### config.mk
export PLATFORM = sky130hd
export DESIGN_NAME = gdc_counter
export DESIGN_NICKNAME = d
export VERILOG_FILES = /design/src/shared/gdc_pkg.sv /design/src/logic/gdc_counter.sv
export SDC_FILE = /design/constraint.sdc
export NUM_CORES = 1
export LEC_CHECK = 0
export BUFFER_PORTS_ARGS = -buffer_cell sky130_fd_sc_hd__buf_2
export CAP_MARGIN = 5
export CORE_MARGIN = 2
export CORE_UTILIZATION = 57
export CTS_BUF_LIST = sky130_fd_sc_hd__clkbuf_4
export DETAILED_ROUTE_END_ITERATION = 12
export GPL_TIMING_DRIVEN = 0
export PLACE_DENSITY = 0.79
export SLEW_MARGIN = 10
export SYNTH_ARGS = -nofsm -noshare
export SYNTH_HDL_FRONTEND = slang
export SYNTH_SLANG_ARGS = --single-unit
### constraint.sdc
create_clock -name pclk -period 2.18 [get_ports pclk]
set_input_delay 0.327 -clock pclk [delete_from_list [all_inputs] [get_ports pclk]]
set_output_delay 0.327 -clock pclk [all_outputs]
set_load 0.005 [all_outputs]
### src/shared/gdc_pkg.sv
package gdc_pkg;
    // ****************************************
    // Register byte addresses
    // ****************************************
    localparam logic [11:0] ADDR_CTRL0 = 12'h000;
    localparam logic [11:0] ADDR_CTRL1 = 12'h004;
    localparam logic [11:0] ADDR_CFG0 = 12'h008;
    localparam logic [11:0] ADDR_CFG1 = 12'h00c;
    localparam logic [11:0] ADDR_INIT0 = 12'h010;
    localparam logic [11:0] ADDR_INIT1 = 12'h014;
    localparam logic [11:0] ADDR_STAT0 = 12'h018;
    localparam logic [11:0] ADDR_STAT1 = 12'h01c;
    localparam logic [11:0] ADDR_FINAL0 = 12'h020;
    localparam logic [11:0] ADDR_FINAL1 = 12'h024;
    localparam logic [11:0] ADDR_IRQ = 12'h028;
    localparam logic [11:0] ADDR_MODE = 12'h02c;
    localparam logic [11:0] ADDR_ACT0 = 12'h030;
    localparam logic [11:0] ADDR_ACT1 = 12'h034;
    // ****************************************
    // Control word fields
    // ****************************************
    localparam int CTRL_SELECT = 0;
    localparam int CTRL_FORCE = 1;
    localparam int CTRL_SOFT_GATE = 4;
    localparam int CTRL_MASK = 15;
    // ****************************************
    // Configuration word fields
    // ****************************************
    localparam int CFG_GATE_SRC = 0;
    localparam int CFG_ASSIGN = 4;
    localparam int CFG_SRC_LO = 8;
    localparam int CFG_ERR = 16;
    localparam int CFG_START = 31;
    // ****************************************
    // Status word fields
    // ****************************************
    localparam int ST_STARTED = 4;
    localparam int ST_ENABLED = 5;
    localparam int ST_OUT = 14;
    localparam int ST_SIGN = 16;
    localparam int ST_OVR = 17;
    localparam int ST_ZERO = 24;
    localparam int ST_FINAL = 25;
    // ****************************************
    // Final word fields
    // ****************************************
    localparam int FN_SIGN = 16;
    localparam int FN_OVR = 17;
    localparam int FN_OWR = 18;
    // ****************************************
    // Interrupt halfword fields, per channel
    // ****************************************
    localparam int IRQ_ZERO = 0;
    localparam int IRQ_FINAL = 1;
    localparam int IRQ_OVR = 8;
    localparam int IRQ_OWR = 10;
    localparam int IRQ_CH_STRIDE = 16;
    // ****************************************
    // Source select bits
    // ****************************************
    localparam int SRC_ZERO = 0;
    localparam int SRC_OVR = 1;
    localparam int SRC_FINAL = 2;
    localparam int SRC_OWR = 3;
    // ****************************************
    // Counter limits and mode
    // ****************************************
    localparam int CNT_W = 16;
    localparam logic signed [15:0] CNT_LIMIT = -16'sd9999;
    localparam logic [7:0] MODE_COUNTING = 8'h02;
    localparam logic [7:0] MODE_NONE = 8'h00;
endpackage
### src/logic/gdc_counter.sv
`timescale 1ns/1ps
`default_nettype none
module gdc_counter #(
    parameter int CH = 2
) (
    input wire logic pclk,
    input wire logic presetn,
    input wire logic psel,
    input wire logic penable,
    input wire logic pwrite,
    input wire logic [11:0] paddr,
    input wire logic [31:0] pwdata,
    output logic [31:0] prdata,
    output logic pready,
    output logic pslverr,
    input wire logic [CH-1:0] external_gate_input,
    input wire logic [CH-1:0] count_pulse,
    output logic [CH-1:0] digital_output_one,
    output logic irq_request
);
    // ****************************************
    // Bus decode
    // ****************************************
    logic acc;
    logic wr;
    logic rd;
    assign acc = psel & penable;
    assign wr = acc & pwrite;
    assign rd = acc & ~pwrite;
    logic irq_read;
    assign irq_read = rd & (paddr == gdc_pkg::ADDR_IRQ);
    logic [31:0] next_prdata;
    logic map_hit;
    logic [CH-1:0][31:0] stat_w;
    logic [CH-1:0][31:0] final_w;
    logic [CH-1:0][31:0] act_w;
    logic [CH-1:0][31:0] ctrl_w;
    logic [CH-1:0][31:0] cfg_w;
    logic [CH-1:0][15:0] init_w;
    logic [CH-1:0][15:0] irq_w;
    logic [CH-1:0] mode_ok;

    // ****************************************
    // Channels
    // ****************************************
    genvar g;
    generate
        for (g = 0; g < CH; g++) begin : g_ch
            localparam logic [11:0] OFS = 12'(g * 4);
            logic s1, s2, p1, p2, p3;
            logic [15:0] ctrl;
            logic [15:0] cfg;
            logic configured;
            logic signed [15:0] init_count;
            logic signed [15:0] count;
            logic signed [15:0] final_val;
            logic gate, gate_d;
            logic started, zero, ovr, fin, owr, fin_unread, out1, armed;
            logic zero_d, ovr_d, fin_d, owr_d;
            logic [3:0] irq;
            logic pulse, rise, fall, cfg_wr, stat_rd, mask;
            assign cfg_wr = wr & (paddr == gdc_pkg::ADDR_CFG0 + OFS);
            assign stat_rd = rd & (paddr == gdc_pkg::ADDR_STAT0 + OFS);
            assign mask = ctrl[gdc_pkg::CTRL_MASK];

            always_ff @(posedge pclk or negedge presetn) begin
                if (!presetn) begin
                    s1 <= 1'b0;
                    s2 <= 1'b0;
                    p1 <= 1'b0;
                    p2 <= 1'b0;
                    p3 <= 1'b0;
                end else begin
                    s1 <= external_gate_input[g];
                    s2 <= s1;
                    p1 <= count_pulse[g];
                    p2 <= p1;
                    p3 <= p2;
                end
            end
            assign pulse = p2 & ~p3;
            assign gate = configured & (cfg[gdc_pkg::CFG_GATE_SRC] ? s2
                : ctrl[gdc_pkg::CTRL_SOFT_GATE]);
            assign rise = gate & ~gate_d;
            assign fall = ~gate & gate_d;

            // Control and configuration
            always_ff @(posedge pclk or negedge presetn) begin
                if (!presetn) begin
                    ctrl <= 16'h0000;
                    cfg <= 16'h0000;
                    configured <= 1'b0;
                    init_count <= 16'sh0000;
                end else begin
                    if (wr && paddr == gdc_pkg::ADDR_CTRL0 + OFS)
                        ctrl <= pwdata[15:0];
                    if (wr && paddr == gdc_pkg::ADDR_INIT0 + OFS)
                        init_count <= pwdata[15:0];
                    if (cfg_wr && pwdata[gdc_pkg::CFG_START]) begin
                        cfg <= pwdata[15:0];
                        configured <= ~pwdata[gdc_pkg::CFG_ERR];
                        ctrl <= 16'h0000;
                    end
                end
            end

            // Counting and flags
            always_ff @(posedge pclk or negedge presetn) begin
                if (!presetn) begin
                    gate_d <= 1'b0;
                    count <= 16'sh0000;
                    final_val <= 16'sh0000;
                    started <= 1'b0;
                    zero <= 1'b0;
                    ovr <= 1'b0;
                    fin <= 1'b0;
                    owr <= 1'b0;
                    fin_unread <= 1'b0;
                    armed <= 1'b0;
                end else begin
                    gate_d <= gate;
                    if (cfg_wr && pwdata[gdc_pkg::CFG_START]) begin
                        count <= init_count;
                        zero <= 1'b0;
                        ovr <= 1'b0;
                        fin <= 1'b0;
                        owr <= 1'b0;
                        started <= 1'b0;
                        fin_unread <= 1'b0;
                        armed <= 1'b0;
                    end else begin
                        if (rise) begin
                            count <= init_count;
                            zero <= 1'b0;
                        end else if (gate && pulse) begin
                            if (count > gdc_pkg::CNT_LIMIT - 16'sd1)
                                count <= count - 16'sd1;
                            if (count <= 16'sd1)
                                zero <= 1'b1;
                        end
                        // Only the first pulse after a gate rise
                        if (rise)
                            armed <= 1'b1;
                        else if (gate && pulse)
                            armed <= 1'b0;
                        if (gate && pulse && !rise && armed)
                            started <= 1'b1;
                        else if (stat_rd || rise)
                            started <= 1'b0;
                        // Set on entry so that a read can clear it
                        if (gate && pulse && !rise
                            && count == gdc_pkg::CNT_LIMIT)
                            ovr <= 1'b1;
                        else if (stat_rd || (irq_read && irq[2]))
                            ovr <= 1'b0;
                        if (fall) begin
                            final_val <= count;
                            fin <= 1'b1;
                            fin_unread <= 1'b1;
                        end else if (stat_rd)
                            fin <= 1'b0;
                        if (fall && fin_unread)
                            owr <= 1'b1;
                        else if (stat_rd)
                            owr <= 1'b0;
                        if (stat_rd && !fall)
                            fin_unread <= 1'b0;
                    end
                end
            end

            // Request latching; set beats read clear
            always_ff @(posedge pclk or negedge presetn) begin
                if (!presetn) begin
                    zero_d <= 1'b0;
                    ovr_d <= 1'b0;
                    fin_d <= 1'b0;
                    owr_d <= 1'b0;
                    irq <= 4'h0;
                end else begin
                    zero_d <= zero;
                    ovr_d <= ovr;
                    fin_d <= fin;
                    owr_d <= owr;
                    if ((cfg_wr && pwdata[gdc_pkg::CFG_START]) || irq_read)
                        irq <= 4'h0;
                    if (!mask) begin
                        if (zero && !zero_d && cfg[gdc_pkg::CFG_SRC_LO
                            + gdc_pkg::SRC_ZERO])
                            irq[0] <= 1'b1;
                        if (fin && !fin_d && cfg[gdc_pkg::CFG_SRC_LO
                            + gdc_pkg::SRC_FINAL])
                            irq[1] <= 1'b1;
                        if (ovr && !ovr_d && cfg[gdc_pkg::CFG_SRC_LO
                            + gdc_pkg::SRC_OVR])
                            irq[2] <= 1'b1;
                        if (owr && !owr_d && cfg[gdc_pkg::CFG_SRC_LO
                            + gdc_pkg::SRC_OWR])
                            irq[3] <= 1'b1;
                    end
                end
            end

            // Output one
            always_ff @(posedge pclk or negedge presetn) begin
                if (!presetn)
                    out1 <= 1'b0;
                else if (cfg_wr && pwdata[gdc_pkg::CFG_START])
                    out1 <= 1'b0;
                else if (!ctrl[gdc_pkg::CTRL_SELECT])
                    out1 <= 1'b0;
                else if (ctrl[gdc_pkg::CTRL_FORCE])
                    out1 <= 1'b1;
                else if (!cfg[gdc_pkg::CFG_ASSIGN])
                    out1 <= 1'b0;
                else if (rise)
                    out1 <= 1'b0;
                else if (zero && !zero_d && !ovr)
                    out1 <= 1'b1;
            end
            assign digital_output_one[g] = out1;

            logic [15:0] mag;
            logic [15:0] fmag;
            assign mag = count[15] ? 16'(-count) : count;
            assign fmag = final_val[15] ? 16'(-final_val) : final_val;
            always_comb begin
                stat_w[g] = 32'h00000000;
                stat_w[g][gdc_pkg::ST_STARTED] = started;
                stat_w[g][gdc_pkg::ST_ENABLED] = gate;
                stat_w[g][gdc_pkg::ST_OUT] = out1;
                stat_w[g][gdc_pkg::ST_SIGN] = count[15];
                stat_w[g][gdc_pkg::ST_OVR] = ovr;
                stat_w[g][gdc_pkg::ST_ZERO] = zero;
                stat_w[g][gdc_pkg::ST_FINAL] = fin;
                act_w[g] = {stat_w[g][31:16], 2'b00, mag[13:0]};
                final_w[g] = {18'h00000, fmag[13:0]};
                final_w[g][gdc_pkg::FN_SIGN] = final_val[15];
                final_w[g][gdc_pkg::FN_OVR] =
                    final_val < gdc_pkg::CNT_LIMIT;
                final_w[g][gdc_pkg::FN_OWR] = owr;
            end
            assign ctrl_w[g] = {16'h0000, ctrl};
            assign cfg_w[g] = {16'h0000, cfg};
            assign init_w[g] = init_count;
            assign irq_w[g] = {5'h00, irq[3], 1'b0, irq[2],
                6'h00, irq[1], irq[0]};
            assign mode_ok[g] = configured;
        end
    endgenerate

    // ****************************************
    // Read mux; host picks transfer by address
    // ****************************************
    always_comb begin
        next_prdata = 32'h00000000;
        map_hit = 1'b1;
        case (paddr)
            gdc_pkg::ADDR_CTRL0: next_prdata = ctrl_w[0];
            gdc_pkg::ADDR_CTRL1: next_prdata = ctrl_w[1];
            gdc_pkg::ADDR_CFG0: next_prdata = cfg_w[0];
            gdc_pkg::ADDR_CFG1: next_prdata = cfg_w[1];
            gdc_pkg::ADDR_INIT0: next_prdata = {16'h0000, init_w[0]};
            gdc_pkg::ADDR_INIT1: next_prdata = {16'h0000, init_w[1]};
            gdc_pkg::ADDR_STAT0: next_prdata = stat_w[0];
            gdc_pkg::ADDR_STAT1: next_prdata = stat_w[1];
            gdc_pkg::ADDR_FINAL0: next_prdata = final_w[0];
            gdc_pkg::ADDR_FINAL1: next_prdata = final_w[1];
            gdc_pkg::ADDR_ACT0: next_prdata = act_w[0];
            gdc_pkg::ADDR_ACT1: next_prdata = act_w[1];
            gdc_pkg::ADDR_IRQ: next_prdata = {irq_w[1], irq_w[0]};
            gdc_pkg::ADDR_MODE: next_prdata = {16'h0000,
                mode_ok[1] ? gdc_pkg::MODE_COUNTING : gdc_pkg::MODE_NONE,
                mode_ok[0] ? gdc_pkg::MODE_COUNTING
                : gdc_pkg::MODE_NONE};
            default: map_hit = 1'b0;
        endcase
    end

    // ****************************************
    // Bus answer, no wait state
    // ****************************************
    always_ff @(posedge pclk or negedge presetn) begin
        if (!presetn) begin
            pready <= 1'b0;
            prdata <= 32'h00000000;
            pslverr <= 1'b0;
        end else begin
            pready <= psel & ~penable;
            prdata <= (psel & ~penable & ~pwrite) ? next_prdata : 32'h0;
            pslverr <= psel & ~penable & ~map_hit;
        end
    end

    // ****************************************
    // Interrupt request line
    // ****************************************
    always_ff @(posedge pclk or negedge presetn) begin
        if (!presetn)
            irq_request <= 1'b0;
        else
            irq_request <= |{g_ch[0].irq, g_ch[1].irq};
    end
endmodule // gdc_counter
`default_nettype wire

==> flow_summary.rst <==
.. list-table::
   :header-rows: 1

   * - Metric
     - Value
   * - Largest driver fanout on the critical path
     - 6
   * - Final Core Density
     - 72.6%
   * - Largest net degree at the start of global routing
     - 92
   * - Max incr delay on CP
     - 0.57 ns
   * - P per Cell Area
     - 570 nW/um^2
   * - Sum of net half-perimeters after detailed placement
     - 29,500 um
   * - Pleak
     - 7.09 nW
   * - Most instantiated flip-flop cell in the synthesis netlist
     - dfrtp_1
   * - Clock tree from TritonCTS
     - yes
   * - DIE AREA
     - 22,200 sq um
   * - Post-route design area
     - 14,800 sq um
   * - Worst path top cell family by delay
     - simple AND/OR/NAND/NOR gates
   * - Post-Synth XOR/XNOR Area
     - 5.64%
   * - Die W
     - 149 um
   * - Die height
     - 149 um
   * - Type of the most critical hold path
     - in2reg
   * - Antenna violations before repair
     - 2
   * - Buffer and inverter count on the worst path
     - 1
   * - Mean area per synthesized cell
     - 9.91 sq um
   * - Final WL
     - 42,400 um
   * - IR drop worst, VDD
     - 0.559 mV
   * - Cell area after placement
     - 12,900 sq um
   * - Post-synthesis register bit count
     - 231
   * - Critical path type
     - reg2reg
   * - Number of H-tree levels
     - 2
   * - Synth warn
     - 0
   * - Adder-cell share of the synthesized area
     - 1.05%
   * - Post-synth top area share
     - 48.3%
   * - Worst endpoint data arrival time
     - 3.15 ns
   * - Residual DRC
     - 0
   * - Max transition margin
     - 49.7%
   * - Layout cells sized above 1
     - 32.5%
   * - Cell row count
     - 52
   * - Final total power
     - 8.45 mW
   * - CP Data Required Time
     - 2.80 ns
   * - Cell at the slowest stage of the critical path
     - dfrtp_1
   * - Later-pin clock latency in the skew report
     - 0.72 ns
   * - Unique cell type count in the Yosys netlist
     - 69
   * - Clk buf depth
     - 3
   * - Initial standard-cell utilization of the core
     - 58.5%
   * - Dominant combinational cell family by area after synthesis
     - simple AND/OR/NAND/NOR gates
   * - Via count of the first global-routing pass
     - 10,300
   * - Simple-gate share of the synthesized area
     - 19.0%
   * - Violated checks
     - setup timing
   * - Maximum capacitance violations
     - 0
   * - Nets@finish
     - 1,470
   * - Fmax
     - 395 MHz
   * - Synthesized-area fraction occupied by ao, oa, aoi and oai cells
     - 11.8%
   * - Chain of cells forming the critical path
     - nor2b_1 -> nand4_1 -> or4_4 -> a21oi_4 -> buf_6 -> nor4_1 -> xnor2_1 -> a21oi_1
   * - Netlist area before placement
     - 12,000 sq um
   * - Status
     - finished, violations left
   * - Final hold violation count
     - 0
   * - Crit path setup slack, layout
     - -0.353 ns
   * - All-Layer GR Usage
     - 37.9%
   * - Final number of max-transition violations
     - 0
   * - Clock buffers created by TritonCTS
     - 60
   * - Global-route wire length before repair
     - 62,100 um
   * - I/O pins
     - 90
   * - I/O Buffers
     - 64
   * - RSZ-0062 raised after global routing
     - true
   * - Clk Tree Root Cell
     - clkbuf_4
   * - Final period utilization
     - 116%
   * - Startpoint kind of the worst setup timing path
     - flip-flop
   * - Clock-pin slew on the worst setup and hold paths
     - 0.10 ns
   * - Final setup violation count
     - 25
   * - Maximum clock skew at final layout
     - 0.0701 ns
   * - Dominant cells by area after synthesis
     - dfrtp_1 (48%), nand2_1 (7.1%), mux2_2 (6.3%)
   * - Top cell type by total area after synthesis
     - dfrtp_1
   * - Gate count of the mapped netlist
     - 1,207
   * - Initial DRC Count
     - 1,250
   * - Num Clock Sinks
     - 231
   * - Asr flop ratio synth
     - 100%
   * - GPL Wtd Cong
     - 1.04
   * - Slew at the pin closest to its max-slew limit
     - 0.754 ns
   * - P&R area growth vs syn
     - 24.0%
   * - Number of synthesized flops with an enable pin
     - 0
   * - Core box area
     - 20,400 sq um
   * - Post-synthesis mux area share
     - 10.3%
   * - Sequential cell area fraction in the yosys report
     - 48.3%
   * - Vias per cell
     - 6.39
   * - Crit path time final
     - 2.53 ns
   * - Routed Antenna Nets
     - 0
   * - Overflow left after global routing
     - 0
   * - First drt pass iteration count
     - 6
   * - Detail-routed net length per standard cell
     - 24.7 um
   * - Crit end category
     - flip-flop
   * - Vias
     - 11,000
[cells in the final DEF, fill, tap and decap left out, types with 10 or more instances in the layout]
master | netlist | routed
mux2i_1 | 19 | 18
mux4_2 | 12 | 12
xor2_1 | 36 | 29
buf_6 | 2 | 10
nand2_1 | 225 | 219
clkbuf_4 | 0 | 90
conb_1 | 1 | 10
nand3_1 | 51 | 48
nor2_1 | 84 | 70
a31oi_1 | 11 | 10
nor3_1 | 14 | 10
o21ai_0 | 58 | 50
a22o_1 | 17 | 17
o31ai_1 | 17 | 11
mux2_2 | 67 | 58
dfrtp_1 | 231 | 206
buf_4 | 15 | 64
clkinv_1 | 0 | 10
mux2_4 | 0 | 10
a21oi_1 | 42 | 38
clkbuf_1 | 45 | 24
inv_1 | 17 | 15
buf_2 | 15 | 71
dfrtp_2 | 0 | 25
dlygate4sd3_1 | 0 | 24
xnor2_1 | 41 | 37
[synth_stat cells (11+ instances only)]
cell type / number
dfrtp_1: 231
nand2_1: 225
nor2_1: 84
mux2_2: 67
o21ai_0: 58
nand3_1: 51
clkbuf_1: 45
a21oi_1: 42
xnor2_1: 41
xor2_1: 36
mux2i_1: 19
a22o_1: 17
inv_1: 17
o31ai_1: 17
buf_2: 15
buf_4: 15
or3_1: 15
nor3_1: 14
mux4_2: 12
nor4_1: 12
a31oi_1: 11
[where the power goes]
part	internal [mW]	leakage [nW]	switching [mW]
registers	4.30	3.07	0.0104
logic	0.129	3.57	0.263
clock network	1.95	0.447	1.80
[worst paths after layout]
check                                        from                endpoint  slack (ns)  depth (start not counted)
min in group asynchronous                 presetn              g_ch[1].p1        0.13                          2
worst min-delay path                      penable                 pslverr        0.06                          3
worst min register to register         g_ch[0].s1              g_ch[0].s2        0.35                          0
worst max register to register  g_ch[0].count[11]       g_ch[0].count[11]       -0.35                          8
worst max-delay path            g_ch[0].count[11]       g_ch[0].count[11]       -0.35                          8
max in group asynchronous                 presetn  g_ch[1].init_count[11]        1.22                          3
[state kept, by name (all words and copies together), names as in the netlist, 8 cells and up]
name,flops
g_ch.cfg,32
g_ch.count,32
g_ch.ctrl,32
g_ch.final_val,32
g_ch.init_count,32
prdata,22
g_ch.irq,8
[final cells by class]
type | count | area, sq um
fillers | 1490 | 5610
plain buffers | 70 | 419
clock inverters | 14 | 86.3
multi-input cells | 886 | 6420
flip-flops and latches | 231 | 5810
clock buffers | 88 | 661
repair buffers | 141 | 1020
well taps | 270 | 338
inverters | 17 | 66.3
diodes | 1 | 2.50
[worst register-to-register path, delay by kind of cell (launching register included)]
kind | cells | cell delay [ns]
compound gates | 2 | 0.56
xor+xnor | 1 | 0.15
buf+inv | 1 | 0.20
flops | 1 | 0.57
simple gates | 4 | 0.93
[logic make-up (layout without fill, tap and decap cells)]
kind of cell	after synthesis	after routing
AOI/OAI and AO/OA	213	213
xor gates and xnor gates	77	77
adders and majority gates	10	10
buffers and inverters	99	330
DFF	231	231
muxes	99	99
other	1	11
and+or+nand+nor	477	477
[per-layer routing]
layer  vias to the layer above  track usage, %  wire (um)
met4                         2            18.5       2740
met1                      5332            54.0      16700
met5                         -               0         13
met3                       174            8.23       4550
li1                       4685               -          -
met2                       786            55.4      18400
[stage by stage]
step / TNS, ns / setup WS (ns) / instances / hold slack (ns)
final: -3.90 / -0.353 / 1718 / 0.0558
after global routing: -5.11 / -0.394 / 1718 / 0.0479
after CTS: -1.19 / -0.184 / 1699 / 0.00803
after detailed placement: -99.58 / -0.990 / 1552 / 0.269
after global placement: -820.65 / -3.16 / 1550 / 0.332
after floorplan: -2.29 / -0.0947 / 1216 / 0.0314
[timing repair]
item                                    CTS  global route
endpoints found under the setup margin   68            75
hold buffers                             24             0
buffers inserted                         30            20
pin swaps                                42            46
endpoints found under the hold margin   230             0
resized for setup                        97            71
cloned                                    1             0
(Power assumes the default switching activity.)
